<file path="config.mk">
export PLATFORM = sky130hd
export DESIGN_NAME = sfm_fault_mgr
export DESIGN_NICKNAME = d
export VERILOG_FILES = /design/src/sfm_pkg.sv /design/src/sfm_flash_div.sv /design/src/sfm_fault_mgr.sv
export SDC_FILE = /design/constraint.sdc
export NUM_CORES = 1
export LEC_CHECK = 0
export ABC_AREA = 1
export BUFFER_PORTS_ARGS = -buffer_cell sky130_fd_sc_hd__buf_2
export CAP_MARGIN = 20
export CELL_PAD_IN_SITES_DETAIL_PLACEMENT = 1
export CELL_PAD_IN_SITES_GLOBAL_PLACEMENT = 2
export CORE_ASPECT_RATIO = 0.9
export CORE_UTILIZATION = 35
export CTS_CLUSTER_DIAMETER = 120
export CTS_CLUSTER_SIZE = 14
export DETAILED_ROUTE_END_ITERATION = 8
export PLACE_DENSITY = 0.94
export REMOVE_ABC_BUFFERS = 1
export SLEW_MARGIN = 25
export SYNTH_ARGS = -nofsm -noshare
export SYNTH_HDL_FRONTEND = slang
export SYNTH_SLANG_ARGS = --single-unit
</file>
<file path="constraint.sdc">
create_clock -name clk -period 15.45 [get_ports clk]
set_clock_uncertainty 0.2 [all_clocks]
set_input_delay 2.3175 -clock clk [delete_from_list [all_inputs] [get_ports clk]]
set_output_delay 2.3175 -clock clk [all_outputs]
set_load 0.02 [all_outputs]
</file>
<file path="src/sfm_pkg.sv">
// Package for the fault-state manager: levels, lamp codes, timing counts.
// Assumes a 100 MHz system clock.
package sfm_pkg;
  localparam int unsigned CLK_HZ = 100000000;
  localparam int unsigned SLOW_HZ = 1;
  localparam int unsigned FAST_HZ = 2;
  // Half period of each flash rate, in clock cycles (50 % duty)
  localparam int unsigned SLOW_HALF_CYC = CLK_HZ / (2 * SLOW_HZ);
  localparam int unsigned FAST_HALF_CYC = CLK_HZ / (2 * FAST_HZ);
  localparam int unsigned PWR_OFF_MIN_S = 3;
  localparam int unsigned PWR_OFF_CYC = PWR_OFF_MIN_S * CLK_HZ;
  localparam int unsigned DIV_W = 32;
  localparam int unsigned NUM_OUT = 8;
  localparam int unsigned NUM_PAIR = 4;
  localparam int unsigned NUM_IN = 8;
  localparam logic [2:0] ECLASS_MIN = 3'h2;
  localparam int unsigned PULSE_GAP_HALVES = 4;
  // Lamp colour codes: bit1 red, bit0 green
  localparam logic [1:0] LAMP_OFF = 2'h0;
  localparam logic [1:0] LAMP_GREEN = 2'h1;
  localparam logic [1:0] LAMP_RED = 2'h2;
  typedef enum logic [1:0] {SFM_RUN, SFM_REPAIR, SFM_CONFIG, SFM_CRITICAL} sfm_level_e;
endpackage

</file>
<file path="src/sfm_flash_div.sv">
// Programmable flash divider: toggles a 50 % square wave every half_cyc cycles.
// Assumes restart pulses from the owner whenever the pattern must begin afresh.
`timescale 1ns/100ps
`default_nettype none
module sfm_flash_div
(
  input wire logic clk,
  input wire logic rst,
  input wire logic restart,
  input wire logic [sfm_pkg::DIV_W-1:0] half_cyc,
  output logic phase,
  output logic edge_pulse
);
  import sfm_pkg::*;
  logic [DIV_W-1:0] cnt_r;

  always_ff @(posedge clk or posedge rst)
  begin
    if (rst)
    begin
      cnt_r <= '0;
      phase <= 1'b0;
      edge_pulse <= 1'b0;
    end
    else if (restart)
    begin
      cnt_r <= '0;
      phase <= 1'b1;
      edge_pulse <= 1'b0;
    end
    else if (cnt_r + 1'b1 >= half_cyc)
    begin
      cnt_r <= '0;
      phase <= ~phase;
      edge_pulse <= 1'b1;
    end
    else
    begin
      cnt_r <= cnt_r + 1'b1;
      edge_pulse <= 1'b0;
    end
  end
endmodule
`default_nettype wire

</file>
<file path="src/sfm_fault_mgr.sv">
// Fault-state manager: sorts faults into levels, gates safety outputs and
// process data, drives module status and supply/error lamps.
// Assumes synchronous fault inputs; rst is the power-on reset, and
// supply_ok low marks supply removal seen by a monitor on this clock.
//
// Overview of operation
// - Configuration error: configuration-required state, module lamp red flashing at 1 Hz.
// - Configuration or critical error: stop apps, all outputs off, all data zero.
// - Repairable error: apps run, affected lamp red/green 1 Hz, others green.
// - Repairable error: affected outputs off, affected safe input data zeroed.
// - Critical error: detecting module red 2 Hz, others steady red.
// - Critical error latched until supply removed at least 3 s, then restored.
// - Input error clears when input or pair reaches safe state after cause gone.
// - Antivalent pairs may need active then inactive before error clears.
// - Output error clears only when both pair outputs driven inactive together.
// - Output pairs fixed: outputs 1/2, 3/4, and two combined I/O pairs.
// - Controller error: supply lamp red, pulse count equals error class 2 to 7.
`timescale 1ns/100ps
`default_nettype none
module sfm_fault_mgr
#(
  parameter int unsigned PWR_OFF_CYCLES = sfm_pkg::PWR_OFF_CYC
)
(
  input wire logic clk,
  input wire logic rst,
  input wire logic supply_ok,
  input wire logic config_err,
  input wire logic critical_err,
  input wire logic critical_local,
  input wire logic repair_local,
  input wire logic [sfm_pkg::NUM_OUT-1:0] out_fault,
  input wire logic [sfm_pkg::NUM_IN-1:0] in_fault,
  input wire logic [sfm_pkg::NUM_IN/2-1:0] in_antivalent,
  input wire logic [sfm_pkg::NUM_IN-1:0] in_level,
  input wire logic [sfm_pkg::NUM_OUT-1:0] logic_out,
  input wire logic [sfm_pkg::NUM_IN-1:0] in_data,
  input wire logic [7:0] nonsafe_data,
  input wire logic [2:0] ctrl_err_class,
  input wire logic [sfm_pkg::DIV_W-1:0] slow_half_cyc,
  input wire logic [sfm_pkg::DIV_W-1:0] fast_half_cyc,
  output logic [1:0] level,
  output logic apps_run,
  output logic [sfm_pkg::NUM_OUT-1:0] safe_out,
  output logic [sfm_pkg::NUM_IN-1:0] safe_data,
  output logic [7:0] nonsafe_out,
  output logic [1:0] module_status_lamp,
  output logic supply_error_lamp,
  output logic [sfm_pkg::NUM_PAIR-1:0] out_err,
  output logic [sfm_pkg::NUM_IN/2-1:0] in_err
);
  import sfm_pkg::*;

  sfm_level_e level_r;
  sfm_level_e level_nxt;
  logic crit_r;
  logic crit_src_r;
  logic cfg_r;
  logic [31:0] off_cnt_r;
  logic off_long_r;
  logic [NUM_PAIR-1:0] out_err_r;
  logic [NUM_IN/2-1:0] in_err_r;
  logic [NUM_IN/2-1:0] av_seen_r;
  logic restart;
  logic slow_ph;
  logic fast_ph;
  logic slow_edge;
  logic [3:0] pulse_r;
  logic [3:0] gap_r;
  logic [NUM_PAIR-1:0] out_fault_pair;

  // Pair index of each output: 0,1 -> pair 0; ... 6,7 -> pair 3
  function automatic logic [NUM_PAIR-1:0] pair_or(input logic [NUM_OUT-1:0] v);
    logic [NUM_PAIR-1:0] r;
    r = '0;
    for (int i = 0; i < NUM_PAIR; i++)
      r[i] = v[2*i] | v[2*i+1];
    return r;
  endfunction

  function automatic logic [NUM_OUT-1:0] pair_expand(input logic [NUM_PAIR-1:0] p);
    logic [NUM_OUT-1:0] r;
    r = '0;
    for (int i = 0; i < NUM_PAIR; i++)
    begin
      r[2*i] = p[i];
      r[2*i+1] = p[i];
    end
    return r;
  endfunction

  // Critical latch: only supply removal long enough clears it; rst is power-on
  always_ff @(posedge clk or posedge rst)
  begin
    if (rst)
    begin
      off_cnt_r <= '0;
      off_long_r <= 1'b0;
    end
    else if (!supply_ok)
    begin
      if (off_cnt_r + 32'h1 >= PWR_OFF_CYCLES[31:0])
        off_long_r <= 1'b1;
      else
        off_cnt_r <= off_cnt_r + 32'h1;
    end
    else
    begin
      off_cnt_r <= '0;
      off_long_r <= 1'b0;
    end
  end

  always_ff @(posedge clk or posedge rst)
  begin
    if (rst)
    begin
      crit_r <= 1'b0;
      crit_src_r <= 1'b0;
    end
    else if (critical_err)
    begin
      // A new error wins over a simultaneous clear
      crit_r <= 1'b1;
      crit_src_r <= crit_src_r | critical_local;
    end
    else if (supply_ok && off_long_r)
    begin
      crit_r <= 1'b0;
      crit_src_r <= 1'b0;
    end
  end

  always_ff @(posedge clk or posedge rst)
  begin
    if (rst)
      cfg_r <= 1'b0;
    else
      cfg_r <= config_err;
  end

  always_comb
  begin
    if (crit_r || critical_err)
      level_nxt = SFM_CRITICAL;
    else if (cfg_r)
      level_nxt = SFM_CONFIG;
    else if ((|out_err_r) || (|in_err_r) || repair_local)
      level_nxt = SFM_REPAIR;
    else
      level_nxt = SFM_RUN;
  end

  always_ff @(posedge clk or posedge rst)
  begin
    if (rst)
      level_r <= SFM_RUN;
    else
      level_r <= level_nxt;
  end

  assign out_fault_pair = pair_or(out_fault);

  // Output pair errors: set by a fault, cleared only with both outputs low
  always_ff @(posedge clk or posedge rst)
  begin
    if (rst)
      out_err_r <= '0;
    else
    begin
      for (int p = 0; p < NUM_PAIR; p++)
      begin
        if (out_fault_pair[p])
          out_err_r[p] <= 1'b1;
        else if (!logic_out[2*p] && !logic_out[2*p+1])
          out_err_r[p] <= 1'b0;
      end
    end
  end

  // Input pair errors: safe state is both channels low, or first low and second high for antivalent; antivalent pairs
  // must first see the source go active (first channel high)
  always_ff @(posedge clk or posedge rst)
  begin
    if (rst)
    begin
      in_err_r <= '0;
      av_seen_r <= '0;
    end
    else
    begin
      for (int p = 0; p < NUM_IN/2; p++)
      begin
        if (in_fault[2*p] || in_fault[2*p+1])
        begin
          in_err_r[p] <= 1'b1;
          av_seen_r[p] <= 1'b0;
        end
        else if (in_err_r[p])
        begin
          if (in_antivalent[p])
          begin
            if (in_level[2*p] && !in_level[2*p+1])
              av_seen_r[p] <= 1'b1;
            else if (av_seen_r[p] && !in_level[2*p] && in_level[2*p+1])
              in_err_r[p] <= 1'b0;
          end
          else if (!in_level[2*p] && !in_level[2*p+1])
            in_err_r[p] <= 1'b0;
        end
      end
    end
  end

  // Gating of outputs and process data
  always_ff @(posedge clk or posedge rst)
  begin
    if (rst)
    begin
      apps_run <= 1'b0;
      safe_out <= '0;
      safe_data <= '0;
      nonsafe_out <= '0;
    end
    else if (level_nxt == SFM_CRITICAL || level_nxt == SFM_CONFIG)
    begin
      apps_run <= 1'b0;
      safe_out <= '0;
      safe_data <= '0;
      nonsafe_out <= '0;
    end
    else
    begin
      apps_run <= 1'b1;
      safe_out <= logic_out & ~pair_expand(out_err_r | pair_or(out_fault));
      safe_data <= in_data & ~pair_expand(in_err_r | pair_or(in_fault));
      nonsafe_out <= nonsafe_data;
    end
  end

  always_ff @(posedge clk or posedge rst)
  begin
    if (rst)
    begin
      level <= 2'h0;
      out_err <= '0;
      in_err <= '0;
    end
    else
    begin
      level <= level_r;
      out_err <= out_err_r;
      in_err <= in_err_r;
    end
  end

  assign restart = (level_nxt != level_r);

  sfm_flash_div u_slow
  (
    .clk(clk),
    .rst(rst),
    .restart(restart),
    .half_cyc(slow_half_cyc),
    .phase(slow_ph),
    .edge_pulse(slow_edge)
  );

  sfm_flash_div u_fast
  (
    .clk(clk),
    .rst(rst),
    .restart(restart),
    .half_cyc(fast_half_cyc),
    .phase(fast_ph),
    .edge_pulse()
  );

  always_ff @(posedge clk or posedge rst)
  begin
    if (rst)
      module_status_lamp <= LAMP_OFF;
    else
    begin
      case (level_r)
        SFM_CONFIG: module_status_lamp <= slow_ph ? LAMP_RED : LAMP_OFF;
        SFM_CRITICAL:
          if (crit_src_r)
            module_status_lamp <= fast_ph ? LAMP_RED : LAMP_OFF;
          else
            module_status_lamp <= LAMP_RED;
        SFM_REPAIR:
          if (repair_local || (|out_err_r) || (|in_err_r))
            module_status_lamp <= slow_ph ? LAMP_RED : LAMP_GREEN;
          else
            module_status_lamp <= LAMP_GREEN;
        SFM_RUN: module_status_lamp <= LAMP_GREEN;
        default: module_status_lamp <= LAMP_OFF;
      endcase
    end
  end

  // Supply/error lamp: class pulses on the slow clock, then a dark gap
  always_ff @(posedge clk or posedge rst)
  begin
    if (rst)
    begin
      pulse_r <= '0;
      gap_r <= '0;
      supply_error_lamp <= 1'b0;
    end
    else if (ctrl_err_class < ECLASS_MIN)
    begin
      pulse_r <= '0;
      gap_r <= '0;
      supply_error_lamp <= 1'b0;
    end
    else if (slow_edge)
    begin
      if (gap_r != 4'h0)
      begin
        gap_r <= gap_r - 4'h1;
        supply_error_lamp <= 1'b0;
      end
      else if (!supply_error_lamp)
      begin
        supply_error_lamp <= 1'b1;
        pulse_r <= pulse_r + 4'h1;
      end
      else
      begin
        supply_error_lamp <= 1'b0;
        if (pulse_r >= {1'b0, ctrl_err_class})
        begin
          pulse_r <= '0;
          gap_r <= PULSE_GAP_HALVES[3:0];
        end
      end
    end
  end
endmodule
`default_nettype wire

</file>
; Yosys cells after proc, flatten, opt, wreduce, memory -nomap -nowiden
; Cells that the tools add are included.
[totals]
regBits = 163
inputBits = 126
out_inout_bits = 38
word_cells = 239
[classes]
add_sub_neg = 5
n_lt_le_gt_ge = 5
n_eq_ne = 9
muxes = 92
bitwise = 17
reduce_logical = 80
[op_table]
columns = cell, count
row1 = 32-bit two-way mux, 6
row2 = 32-bit by 1-bit adder with 32-bit output (second input constant), 3
row3 = 1-bit two-way mux, 65
row4 = 32-bit >= comparator, 2
row5 = 2-bit nonzero test, 21
row6 = 4-bit two-way mux, 10
row7 = 32-bit by 29-bit >= comparator with 1-bit output (second input constant), 1
row8 = 8-bit two-way mux, 3
row9 = 1-bit logical AND, 21
row10 = 3-bit AND reduction, 6
row11 = 8-bit AND, 2
row12 = 1-bit zero test, 16
row13 = 8-bit NOT, 2
row14 = 2-bit two-way mux, 7
row15 = 1-bit logical OR, 10
row16 = 1-bit OR, 9
row17 = 2-bit == test (second input constant), 4
row18 = 4-bit OR, 2
row19 = 2-bit one-hot mux with 4 select lines, 1
row20 = 4-bit OR reduction, 2
row21 = 3-bit nonzero test, 2
row22 = 4-bit by 1-bit adder with 4-bit output (second input constant), 1
row23 = 4-bit by 3-bit >= comparator with 1-bit output, 1
row24 = 2-bit != test (second input constant), 2
row25 = other kinds (8), 9

; Depth between registers and ports, before layout
; Gate-level depths: netlist of the first run.
[logic_depth]
depth_word = 9
ltp_mapped = 21
ltp_nobuf = 20

; Modules after synthesis
; From an unflattened synthesis of the first run, not the netlist that was laid out.
[hier_totals]
hier_cells = 1583
area_unflattened_um2 = 11158.2
[by_module_without_submodules]
columns = module, instances, cells_each, area_each_um2, seq_area_each_um2
row1 = sfm_fault_mgr, 1, 718, 5253.8, 2402.3
row2 = sfm_flash_div at u_fast, 1, 433, 2956.6, 850.8
row3 = sfm_flash_div at u_slow, 1, 432, 2947.8, 850.8

; Least setup slack after synthesis of the first run
; No wires, ideal clock.
[synth_path]
path_kind = input to register
start = input port fast_half_cyc[23] in the netlist's numbering
end = register u_fast.cnt_r[17]
setup_time_ns = 0.132
arrival_ns = 3.830
t_required_ns = 15.118
setup_slack_ns = 11.288
path_stages = 12
path_buffers = 1
path_cell_list = inv_1 -> ha_1 -> nand2_1 -> nor2_1 -> nand4_1 -> nor4_1 -> nand4_1 -> nand3_1 -> inv_1 -> nand2_1 -> clkbuf_1 -> nor2_1
[synth_between]
elab_chain_cells = 3
[synth_lines]
columns = item, line_no
row1 = start: declaration, sfm_fault_mgr.sv:41  ; input wire logic [sfm_pkg::DIV_W-1:0] fast_half_cyc,
row2 = 32-bit >= comparator, sfm_flash_div.sv:31  ; else if (cnt_r + 1'b1 >= half_cyc)
row3 = 32-bit two-way mux, sfm_flash_div.sv:31
row4 = 32-bit two-way mux, sfm_flash_div.sv:25  ; else if (restart)
row5 = end signal: assignment, sfm_flash_div.sv:39  ; cnt_r <= cnt_r + 1'b1;
row6 = end: declaration, sfm_flash_div.sv:15  ; logic [DIV_W-1:0] cnt_r;
; No other way between the ends.
; A chain may end at the register's enable or synchronous reset.

; Worst setup path in the final report of the first run
[layout_path]
start = register u_slow.cnt_r[0]
end = register u_slow.cnt_r[2]
[layout_between]
elab_chain_cells = 4
[layout_lines]
columns = item, line_no
row1 = start: declaration, sfm_flash_div.sv:15
row2 = start signal: assignment, sfm_flash_div.sv:39
row3 = 32-bit by 1-bit adder with 32-bit output (*), "sfm_flash_div.sv:31, sfm_flash_div.sv:39"
row4 = 32-bit >= comparator, sfm_flash_div.sv:31
row5 = 32-bit two-way mux (*), sfm_flash_div.sv:31
row6 = 32-bit two-way mux (*), sfm_flash_div.sv:25
; Mark *: on every way between the ends. The rest lies on a longest branch, timed or not.

==> impl_results.md, run 1 <==
- Status: finished, final reports clean
- Area Overhead vs Synth: 17.9%
- Synth Area in Simple Gates: 0.302
- Post-synth top flop: dfrtp_1
- Hold path depth: 0
- Starting Density: 0.357
- Row count: 59
- H-tree levels: 4
- Sequential fraction of the synthesis area: 0.395
- Peak supply drop: 0.0784 mV
- Die area: 0.0302 sq mm
- Maxcap violations: 0
- Routed via count: 9450
- Worst R2R Path Depth: 18
- Final setup vio count: 0
- LEAKAGE: 6.74 nW
- Hold Vio Cnt, Final: 0
- Core area: 0.0289 sq mm
- Gates resized, CTS repair: 0
- Routed vias/inst: 4.82
- Worst setup SP type: register
- Die W: 183 um
- CP Max Fanout: 32
- Final Max Slew Viols: 0
- Post-Syn Instances: 1389
- Die H: 165 um
- Arrival time worst endpoint: 5200 ps
- R2r setup slk: 10370 ps
- DP HPWL: 23.3 mm
- XOR/XNOR share of the synthesized area: 0.0551
- Max Clk Rate: 0.197 GHz
- Setup TNS: 0 ps
- Avg Cell Area, Syn: 7.43 sq um
- RSZ-0062 raised after global routing: false
- Clk buf depth: 2
- Final Cycle Share: 0.329
- Dpl cell area: 0.0115 sq mm
- Final min period: 5080 ps
- Worst slack at placement: 9950 ps
- Share of cells above drive strength 1: 0.142
- Diodes inserted: 0
- Global-route wire length before repair: 48.9 mm
- Post-cts hold buffer count: 0
- PortBufs: 163
- Worst path required time: 15560 ps
- R2r endpoint: u_slow.cnt_r[2]$_DFF_PP0_
- Netlist cell types: 45
- Worst slew pin tran: 940 ps
- CTS tree: done
- 1st-iter DRT viols: 398
- Critical path class: reg -> reg
- Yosys reg bits: 163
- Final instance area: 0.0122 sq mm
- Final net count: 1751
- Reg2Reg Launch Point: u_slow.cnt_r[0]$_DFF_PP0_
- Main combinational cell family by area after synthesis: simple AND/OR/NAND/NOR gates
- Post-Synth Adder-Cell Area: 0.0885
- Number of enable flip-flop cells after synthesis: 0
- Placer Congestion: 0.845
- Largest net degree at the start of global routing: 97
- Clk pin slew, worst setup/hold paths: 70 ps
- Clk root buf: clkbuf_16
- Layout Cells excl Fill: 1961
- Worst skew pair latency: 440 ps
- Hold Crit Class: reg -> reg
- Mux cell area share after synthesis: 0
- Crit. End Element: register
- Dpl cells: 1929
- Post-layout worst setup margin: 10370 ps
- TritonRoute pass-1 iters: 4
- Worst rel slew slack: 0.368
- PD cells: 97.6 mW/mm^2
- Startpoint of the worst hold path: out_err_r[2]$_DFFE_PP0P_
- Overall Global Routing Usage: 0.205
- GR Overflow Total: 0
- Compound-Gate Fraction of Synth Area: 0.0528
- Final WL: 29.5 mm
- # clock sinks: 163
- WL/cell: 15.0 um
- DRC violations left: 0
- Inserted Clock Buffers: 17
- Synthesized area: 0.0103 sq mm
- Asr flop ratio synth: 1.00
- Final ANT Viol Nets: 0
- Initial antenna violation count: 2
- Ports: 164
- Worst Hold End: out_err[2]$_DFF_PP0_
- Vias in the first global route: 9935
- FILL cells: 3700
- Synthesis warning total: 0
- Post-CTS setup buffers: 0
## how the worst max path moves through the flow
stage / cells past startpoint / from / end
6_report: 18 / u_slow.cnt_r[0]$_DFF_PP0_ / u_slow.cnt_r[2]$_DFF_PP0_
3_5_place_dp: 12 / fast_half_cyc[23] / u_fast.cnt_r[4]$_DFF_PP0_
5_1_grt: 20 / u_slow.cnt_r[0]$_DFF_PP0_ / u_slow.cnt_r[8]$_DFF_PP0_
2_1_floorplan: 1 / rst / apps_run$_DFF_PP0_
3_3_place_gp: 12 / fast_half_cyc[23] / u_fast.cnt_r[17]$_DFF_PP0_
4_1_cts: 12 / fast_half_cyc[23] / u_fast.cnt_r[4]$_DFF_PP0_
## per-stage QoR
stage / total power [mW] / util / hold WS (ps)
after floorplan: 0.664 / - / 174
after global placement: 0.726 / 0.399 / 185
after detailed placement: 0.744 / 0.399 / 193
after CTS: 1.20 / 0.421 / 236
after global routing: 1.26 / 0.421 / 246
final: 1.19 / 0.421 / 221
## layout make-up
class / instances / area (sq um) / share of cell area
sequential: 163 / 4080 / 0.335
multi-input combinational: 943 / 5150 / 0.423
timing repair buffer: 167 / 846 / 0.0695
inverter: 260 / 981 / 0.0806
clock buffer: 19 / 453 / 0.0372
clock inverter: 13 / 170 / 0.0140
tap: 396 / 495 / 0.0407
## worst max-delay path: stages (launching register included)
cell and delay [ps]:
dfrtp_1 410, nand3_1 130, nor2_1 200, inv_1 90, nor2_1 190, inv_1 120, nor4_1 530, nand4_1 220
xor2_1 220, inv_1 60, ha_1 290, nand2_1 80, nor2_1 140, nand2_1 120, nor4_1 730, nand4_1 520
nand4_1 240, buf_4 360, nor2_1 80
## synthesized netlist by cell type, drive strengths merged (6+ instances only)
cell    instances  area, sq um
ha             73          913
nand4          59          369
a21oi          38          190
nand3b          6         45.0
nand3          68          340
nand2         300         1150
buf            13         82.6
nor4           15         93.8
nor3b           9         67.6
nor3           27          135
dfrtp         163         4080
nor2          218          868
inv           258          968
xor2           50          438
xnor2          15          131
o21ai          27          135
clkbuf         10         37.5
a31oi           8         50.1
## sequential cells by signal (all words and copies together), names as in the netlist, 2 cells and up
name                flops
module_status_lamp      2
out_err_r               4
in_err_r                4
level_r                 2
u_fast.cnt_r           32
nonsafe_out             8
safe_data               8
pulse_r                 4
in_err                  4
gap_r                   4
out_err                 4
off_cnt_r              32
level                   2
av_seen_r               4
safe_out                8
u_slow.cnt_r           32
## logic make-up (layout without fill, tap and decap cells)
group	after synthesis	count (layout)
AO/OA/AOI/OAI	95	95
XOR/XNOR	65	65
adder cells (fa/ha/maj)	73	73
buffers and inverters	283	459
flip-flops	163	163
AND/OR/NAND/NOR	710	710
## cell usage in the layout, fill, tap and decap left out, drive strengths merged, types with 9 or more instances in the layout
cell type | Yosys | final
a21oi | 38 | 38
buf | 13 | 167
clkbuf | 10 | 19
dfrtp | 163 | 163
ha | 73 | 73
inv | 258 | 263
nand2 | 300 | 300
nand3 | 68 | 68
nand4 | 59 | 59
nor2 | 218 | 218
nor3 | 27 | 27
nor3b | 9 | 9
nor4 | 15 | 15
o21ai | 27 | 27
xnor2 | 15 | 15
xor2 | 50 | 50
## where the power goes
| part | switching (mW) | internal, mW | leakage (nW) |
|---|---|---|---|
| sequential | 0.0321 | 0.464 | 2.12 |
| combinational | 0.142 | 0.0948 | 4.33 |
| clock | 0.190 | 0.266 | 0.297 |
## layer usage
layer  vias to the layer above  part of all wire  GRT usage
met5                         -           0.00044          0
met4                         2             0.013     0.0515
met3                        28             0.042     0.0388
met2                       147              0.47      0.344
met1                      4547              0.48      0.271
li1                       4726                 -          -
Power figures use the tool's default switching activity.
==> run 2, diff against run 1 <==
--- a/config.mk
+++ b/config.mk
@@ -5,7 +5,7 @@
 export SDC_FILE = /design/constraint.sdc
 export NUM_CORES = 1
 export LEC_CHECK = 0
-export ABC_AREA = 1
+export ABC_AREA = 0
 export BUFFER_PORTS_ARGS = -buffer_cell sky130_fd_sc_hd__buf_2
 export CAP_MARGIN = 20
 export CELL_PAD_IN_SITES_DETAIL_PLACEMENT = 1
@@ -15,7 +15,7 @@
 export CTS_CLUSTER_DIAMETER = 120
 export CTS_CLUSTER_SIZE = 14
 export DETAILED_ROUTE_END_ITERATION = 8
-export PLACE_DENSITY = 0.94
+export PLACE_DENSITY = 0.89
 export REMOVE_ABC_BUFFERS = 1
 export SLEW_MARGIN = 25
 export SYNTH_ARGS = -nofsm -noshare
==> constraint.sdc (replaced) <==
create_clock -name clk -period 5.2 [get_ports clk]
set_clock_uncertainty 0.2 [all_clocks]
set_input_delay 0.78 -clock clk [delete_from_list [all_inputs] [get_ports clk]]
set_output_delay 0.78 -clock clk [all_outputs]
set_load 0.02 [all_outputs]
==> impl_results.md, run 2 <==
- Status: finished, final reports clean (unchanged)
- Most common cell in the netlist: dfrtp_1 (was nand2_1)
- Asr flop ratio synth: 1.00 (unchanged)
- GR Overflow Total: 0 (unchanged)
- Worst slew pin tran: 776 ps (was 940 ps)
- Sequential fraction of the synthesis area: 0.428 (was 0.395)
- Hold Vio Cnt, Final: 0 (unchanged)
- Netlist cell types: 61 (was 45)
- CTS tree: done (unchanged)
- Starting Density: 0.361 (was 0.357)
- Row count: 56 (was 59)
- Final ANT Viol Nets: 0 (unchanged)
- Grt met2 use: 0.321 (was 0.344)
- Gates resized, CTS repair: 0 (unchanged)
- Clk pin slew, worst setup/hold paths: 70 ps (about the same)
- Crit. End Element: register (unchanged)
- Final min period: 4430 ps (was 5080 ps)
- Final core occ: 0.431 (was 0.421)
- Synthesized area: 0.00954 sq mm (was 0.0103 sq mm)
- Maxcap violations: 0 (unchanged)
- Post-Synth Adder-Cell Area: 0.0958 (was 0.0885)
- Share of cells above drive strength 1: 0.193 (was 0.142)
- Area leader, netlist: dfrtp_1 (unchanged)
- DRC violations left: 0 (unchanged)
- Commonest non-fill, non-tap cells in the layout: 163 x dfrtp_1, 163 x buf_2, 87 x inv_1 (was 294 x nand2_1, 257 x inv_1, 206 x nor2_1)
- Final Max Slew Viols: 0 (unchanged)
- Area Overhead vs Synth: 19.2% (was 17.9%)
- Compound-Gate Fraction of Synth Area: 0.114 (was 0.0528)
- Met3 Resource Use GR: 0.0504 (was 0.0388)
- Worst skew pair latency: 430 ps (was 440 ps)
- Biggest regs: off_cnt_r x32, u_fast.cnt_r x32, u_slow.cnt_r x32 (unchanged)
- Clk buf depth: 2 (unchanged)
- Worst setup SP type: register (unchanged)
- Global-route wire length before repair: 42.7 mm (was 48.9 mm)
- RSZ-0062 raised after global routing: false (unchanged)
- Post-synth top flop: dfrtp_1 (unchanged)
- PD cells: 284 mW/mm^2 (was 97.6 mW/mm^2)
- Met1 usage: 0.248 (was 0.271)
- Number of enable flip-flop cells after synthesis: 0 (unchanged)
- Post-CTS setup buffers: 0 (unchanged)
- Yosys reg bits: 163 (unchanged)
- Final net count: 1377 (was 1751)
- CP Max Fanout: 31 (was 32)
- Peak supply drop: 0.213 mV (was 0.0784 mV)
- Critical path class: reg -> reg (unchanged)
- Worst rel slew slack: 0.483 (was 0.368)
- Hold Crit Class: reg -> reg (unchanged)
- Synth top cells by count: 163 x dfrtp_1, 88 x inv_1, 73 x ha_1, 66 x nand2_1, 66 x nor2_1 (was 295 x nand2_1, 258 x inv_1, 206 x nor2_1, 163 x dfrtp_1, 73 x ha_1)
- Clk root buf: clkbuf_16 (unchanged)
- H-tree levels: 4 (unchanged)
- Final WL: 25.2 mm (was 29.5 mm)
- 1st-iter DRT viols: 297 (was 398)
- Die W: 176 um (was 183 um)
- Worst path required time: 5350 ps (was 15560 ps)
- DP HPWL: 19.0 mm (was 23.3 mm)
- Final Cycle Share: 0.852 (was 0.329)
- TritonRoute pass-1 iters: 4 (unchanged)
- XOR/XNOR share of the synthesized area: 0.0624 (was 0.0551)
- Area contributors post-synth: dfrtp_1 43%, ha_1 9.6%, nor2b_1 4.3%, inv_1 3.5%, xnor2_1 3.3% (was dfrtp_1 40%, nand2_1 11%, inv_1 9.4%, ha_1 8.8%, nor2_1 7.5%)
- Mux cell area share after synthesis: 0.00761 (was 0)
- Avg Cell Area, Syn: 9.42 sq um (was 7.43 sq um)
- Die area: 0.0279 sq mm (was 0.0302 sq mm)
- Synth top area share: 0.428 (was 0.395)
- PortBufs: 163 (unchanged)
- Die H: 159 um (was 165 um)
- Core area: 0.0264 sq mm (was 0.0289 sq mm)
- GRT Max-Usage Layer: met2 (unchanged)
- Inserted Clock Buffers: 17 (unchanged)
- Overall Global Routing Usage: 0.194 (was 0.205)
- Initial antenna violation count: 0 (was 2)
- Overall power: 3.23 mW (was 1.19 mW)
- Post-cts hold buffer count: 0 (unchanged)
- Vias in the first global route: 8484 (was 9935)
- Main combinational cell family by area after synthesis: simple AND/OR/NAND/NOR gates (unchanged)
- Post-Syn Instances: 1013 (was 1389)
- Largest net degree at the start of global routing: 106 (was 97)
- Routed via count: 7950 (was 9450)
- Routed vias/inst: 5.16 (was 4.82)
- # clock sinks: 163 (unchanged)
- Synthesis warning total: 0 (unchanged)
- Max Clk Rate: 0.226 GHz (was 0.197 GHz)
- WL/cell: 16.3 um (was 15.0 um)
- Arrival time worst endpoint: 4580 ps (was 5200 ps)
- Ports: 164 (unchanged)
- LEAKAGE: 5.66 nW (was 6.74 nW)
- Placer Congestion: 0.785 (was 0.845)
- Final setup vio count: 0 (unchanged)
- Synth Area in Simple Gates: 0.243 (was 0.302)
## run 2: changes by cell type after synthesis, moves of 18 or more
cell     delta
nor2_1    -140
xnor2_1    +21
nand2_1   -229
nor2b_1    +65
inv_1     -170
o31ai_1    +27
xor2_1     -18
or4_1      +29
and2_1     +28
nand4_1    -30
## run 2: power by group
part / internal [mW] / total (mW) / switching [mW] / leakage [nW]
clock: 0.727 / 1.30 / 0.574 / 0.290
combinational: 0.231 / 0.513 / 0.283 / 3.25
sequential: 1.34 / 1.42 / 0.0768 / 2.12
total: 2.30 / 3.23 / 0.933 / 5.66
## run 2: worst paths after layout
check,slack (ps),depth (start not counted),endpoint,from
max in group asynchronous,3620,3,u_slow.cnt_r[0]$_DFF_PP0_,rst
setup reg to reg,770,17,u_slow.cnt_r[23]$_DFF_PP0_,u_slow.cnt_r[0]$_DFF_PP0_
hold / removal,220,0,out_err[2]$_DFF_PP0_,out_err_r[2]$_DFFE_PP0P_
min in group asynchronous,260,2,nonsafe_out[1]$_DFF_PP0_,rst
hold reg to reg,220,0,out_err[2]$_DFF_PP0_,out_err_r[2]$_DFFE_PP0P_
setup / recovery,770,17,u_slow.cnt_r[23]$_DFF_PP0_,u_slow.cnt_r[0]$_DFF_PP0_
## run 2: area by class of cell
cell class,instances,area [sq um]
fill,3088,15000
timing repair buffer,173,903
tap,348,435
clock inverter,14,169
inverter,89,342
multi-input combinational,734,5010
sequential,163,4080
clock buffer,18,429
antenna,2,5.00
## run 2: stage by stage
step | cell area [sq um] | setup WS, ps | setup TNS, ps | hold WS [ps] | instances
after global placement | 10800 | 981 | 0 | 221 | 1507
after floorplan | 9390 | -185 | -30150 | 189 | 986
after detailed placement | 10800 | 790 | 0 | 220 | 1507
after global routing | 11400 | 257 | 0 | 230 | 1539
final | 11400 | 772 | 0 | 225 | 1541
after CTS | 11400 | 716 | 0 | 231 | 1539
## run 2: kinds of logic (layout without fill, tap and decap cells)
family,Yosys count,in the layout
AOI/OAI and AO/OA,162,162
xor gates and xnor gates,68,68
adders and majority gates,73,73
buffers and inverters,116,294
DFF,163,163
muxes,7,7
other,0,2
and+or+nand+nor,424,424
## run 2: worst max-delay path, stage by stage, from the launching register on
cell	delay (ps)
dfrtp_1	410
ha_1	210
nand4_1	120
nor3_1	480
nand4_1	250
nor2_1	190
nand4_1	260
nor2_1	220
xor2_1	240
ha_1	280
a21o_1	160
a21oi_1	140
o21ai_0	110
a21o_1	180
a21oi_1	300
nand3_1	140
buf_4	260
nor2b_1	160
## run 2: routing by layer
layer | vias up | wire length, um | share of wire
li1 | 3896 | - | -
met1 | 3890 | 11900 | 0.47
met2 | 142 | 11700 | 0.46
met3 | 22 | 1190 | 0.047
met4 | 0 | 398 | 0.016
met5 | - | 0 | 0
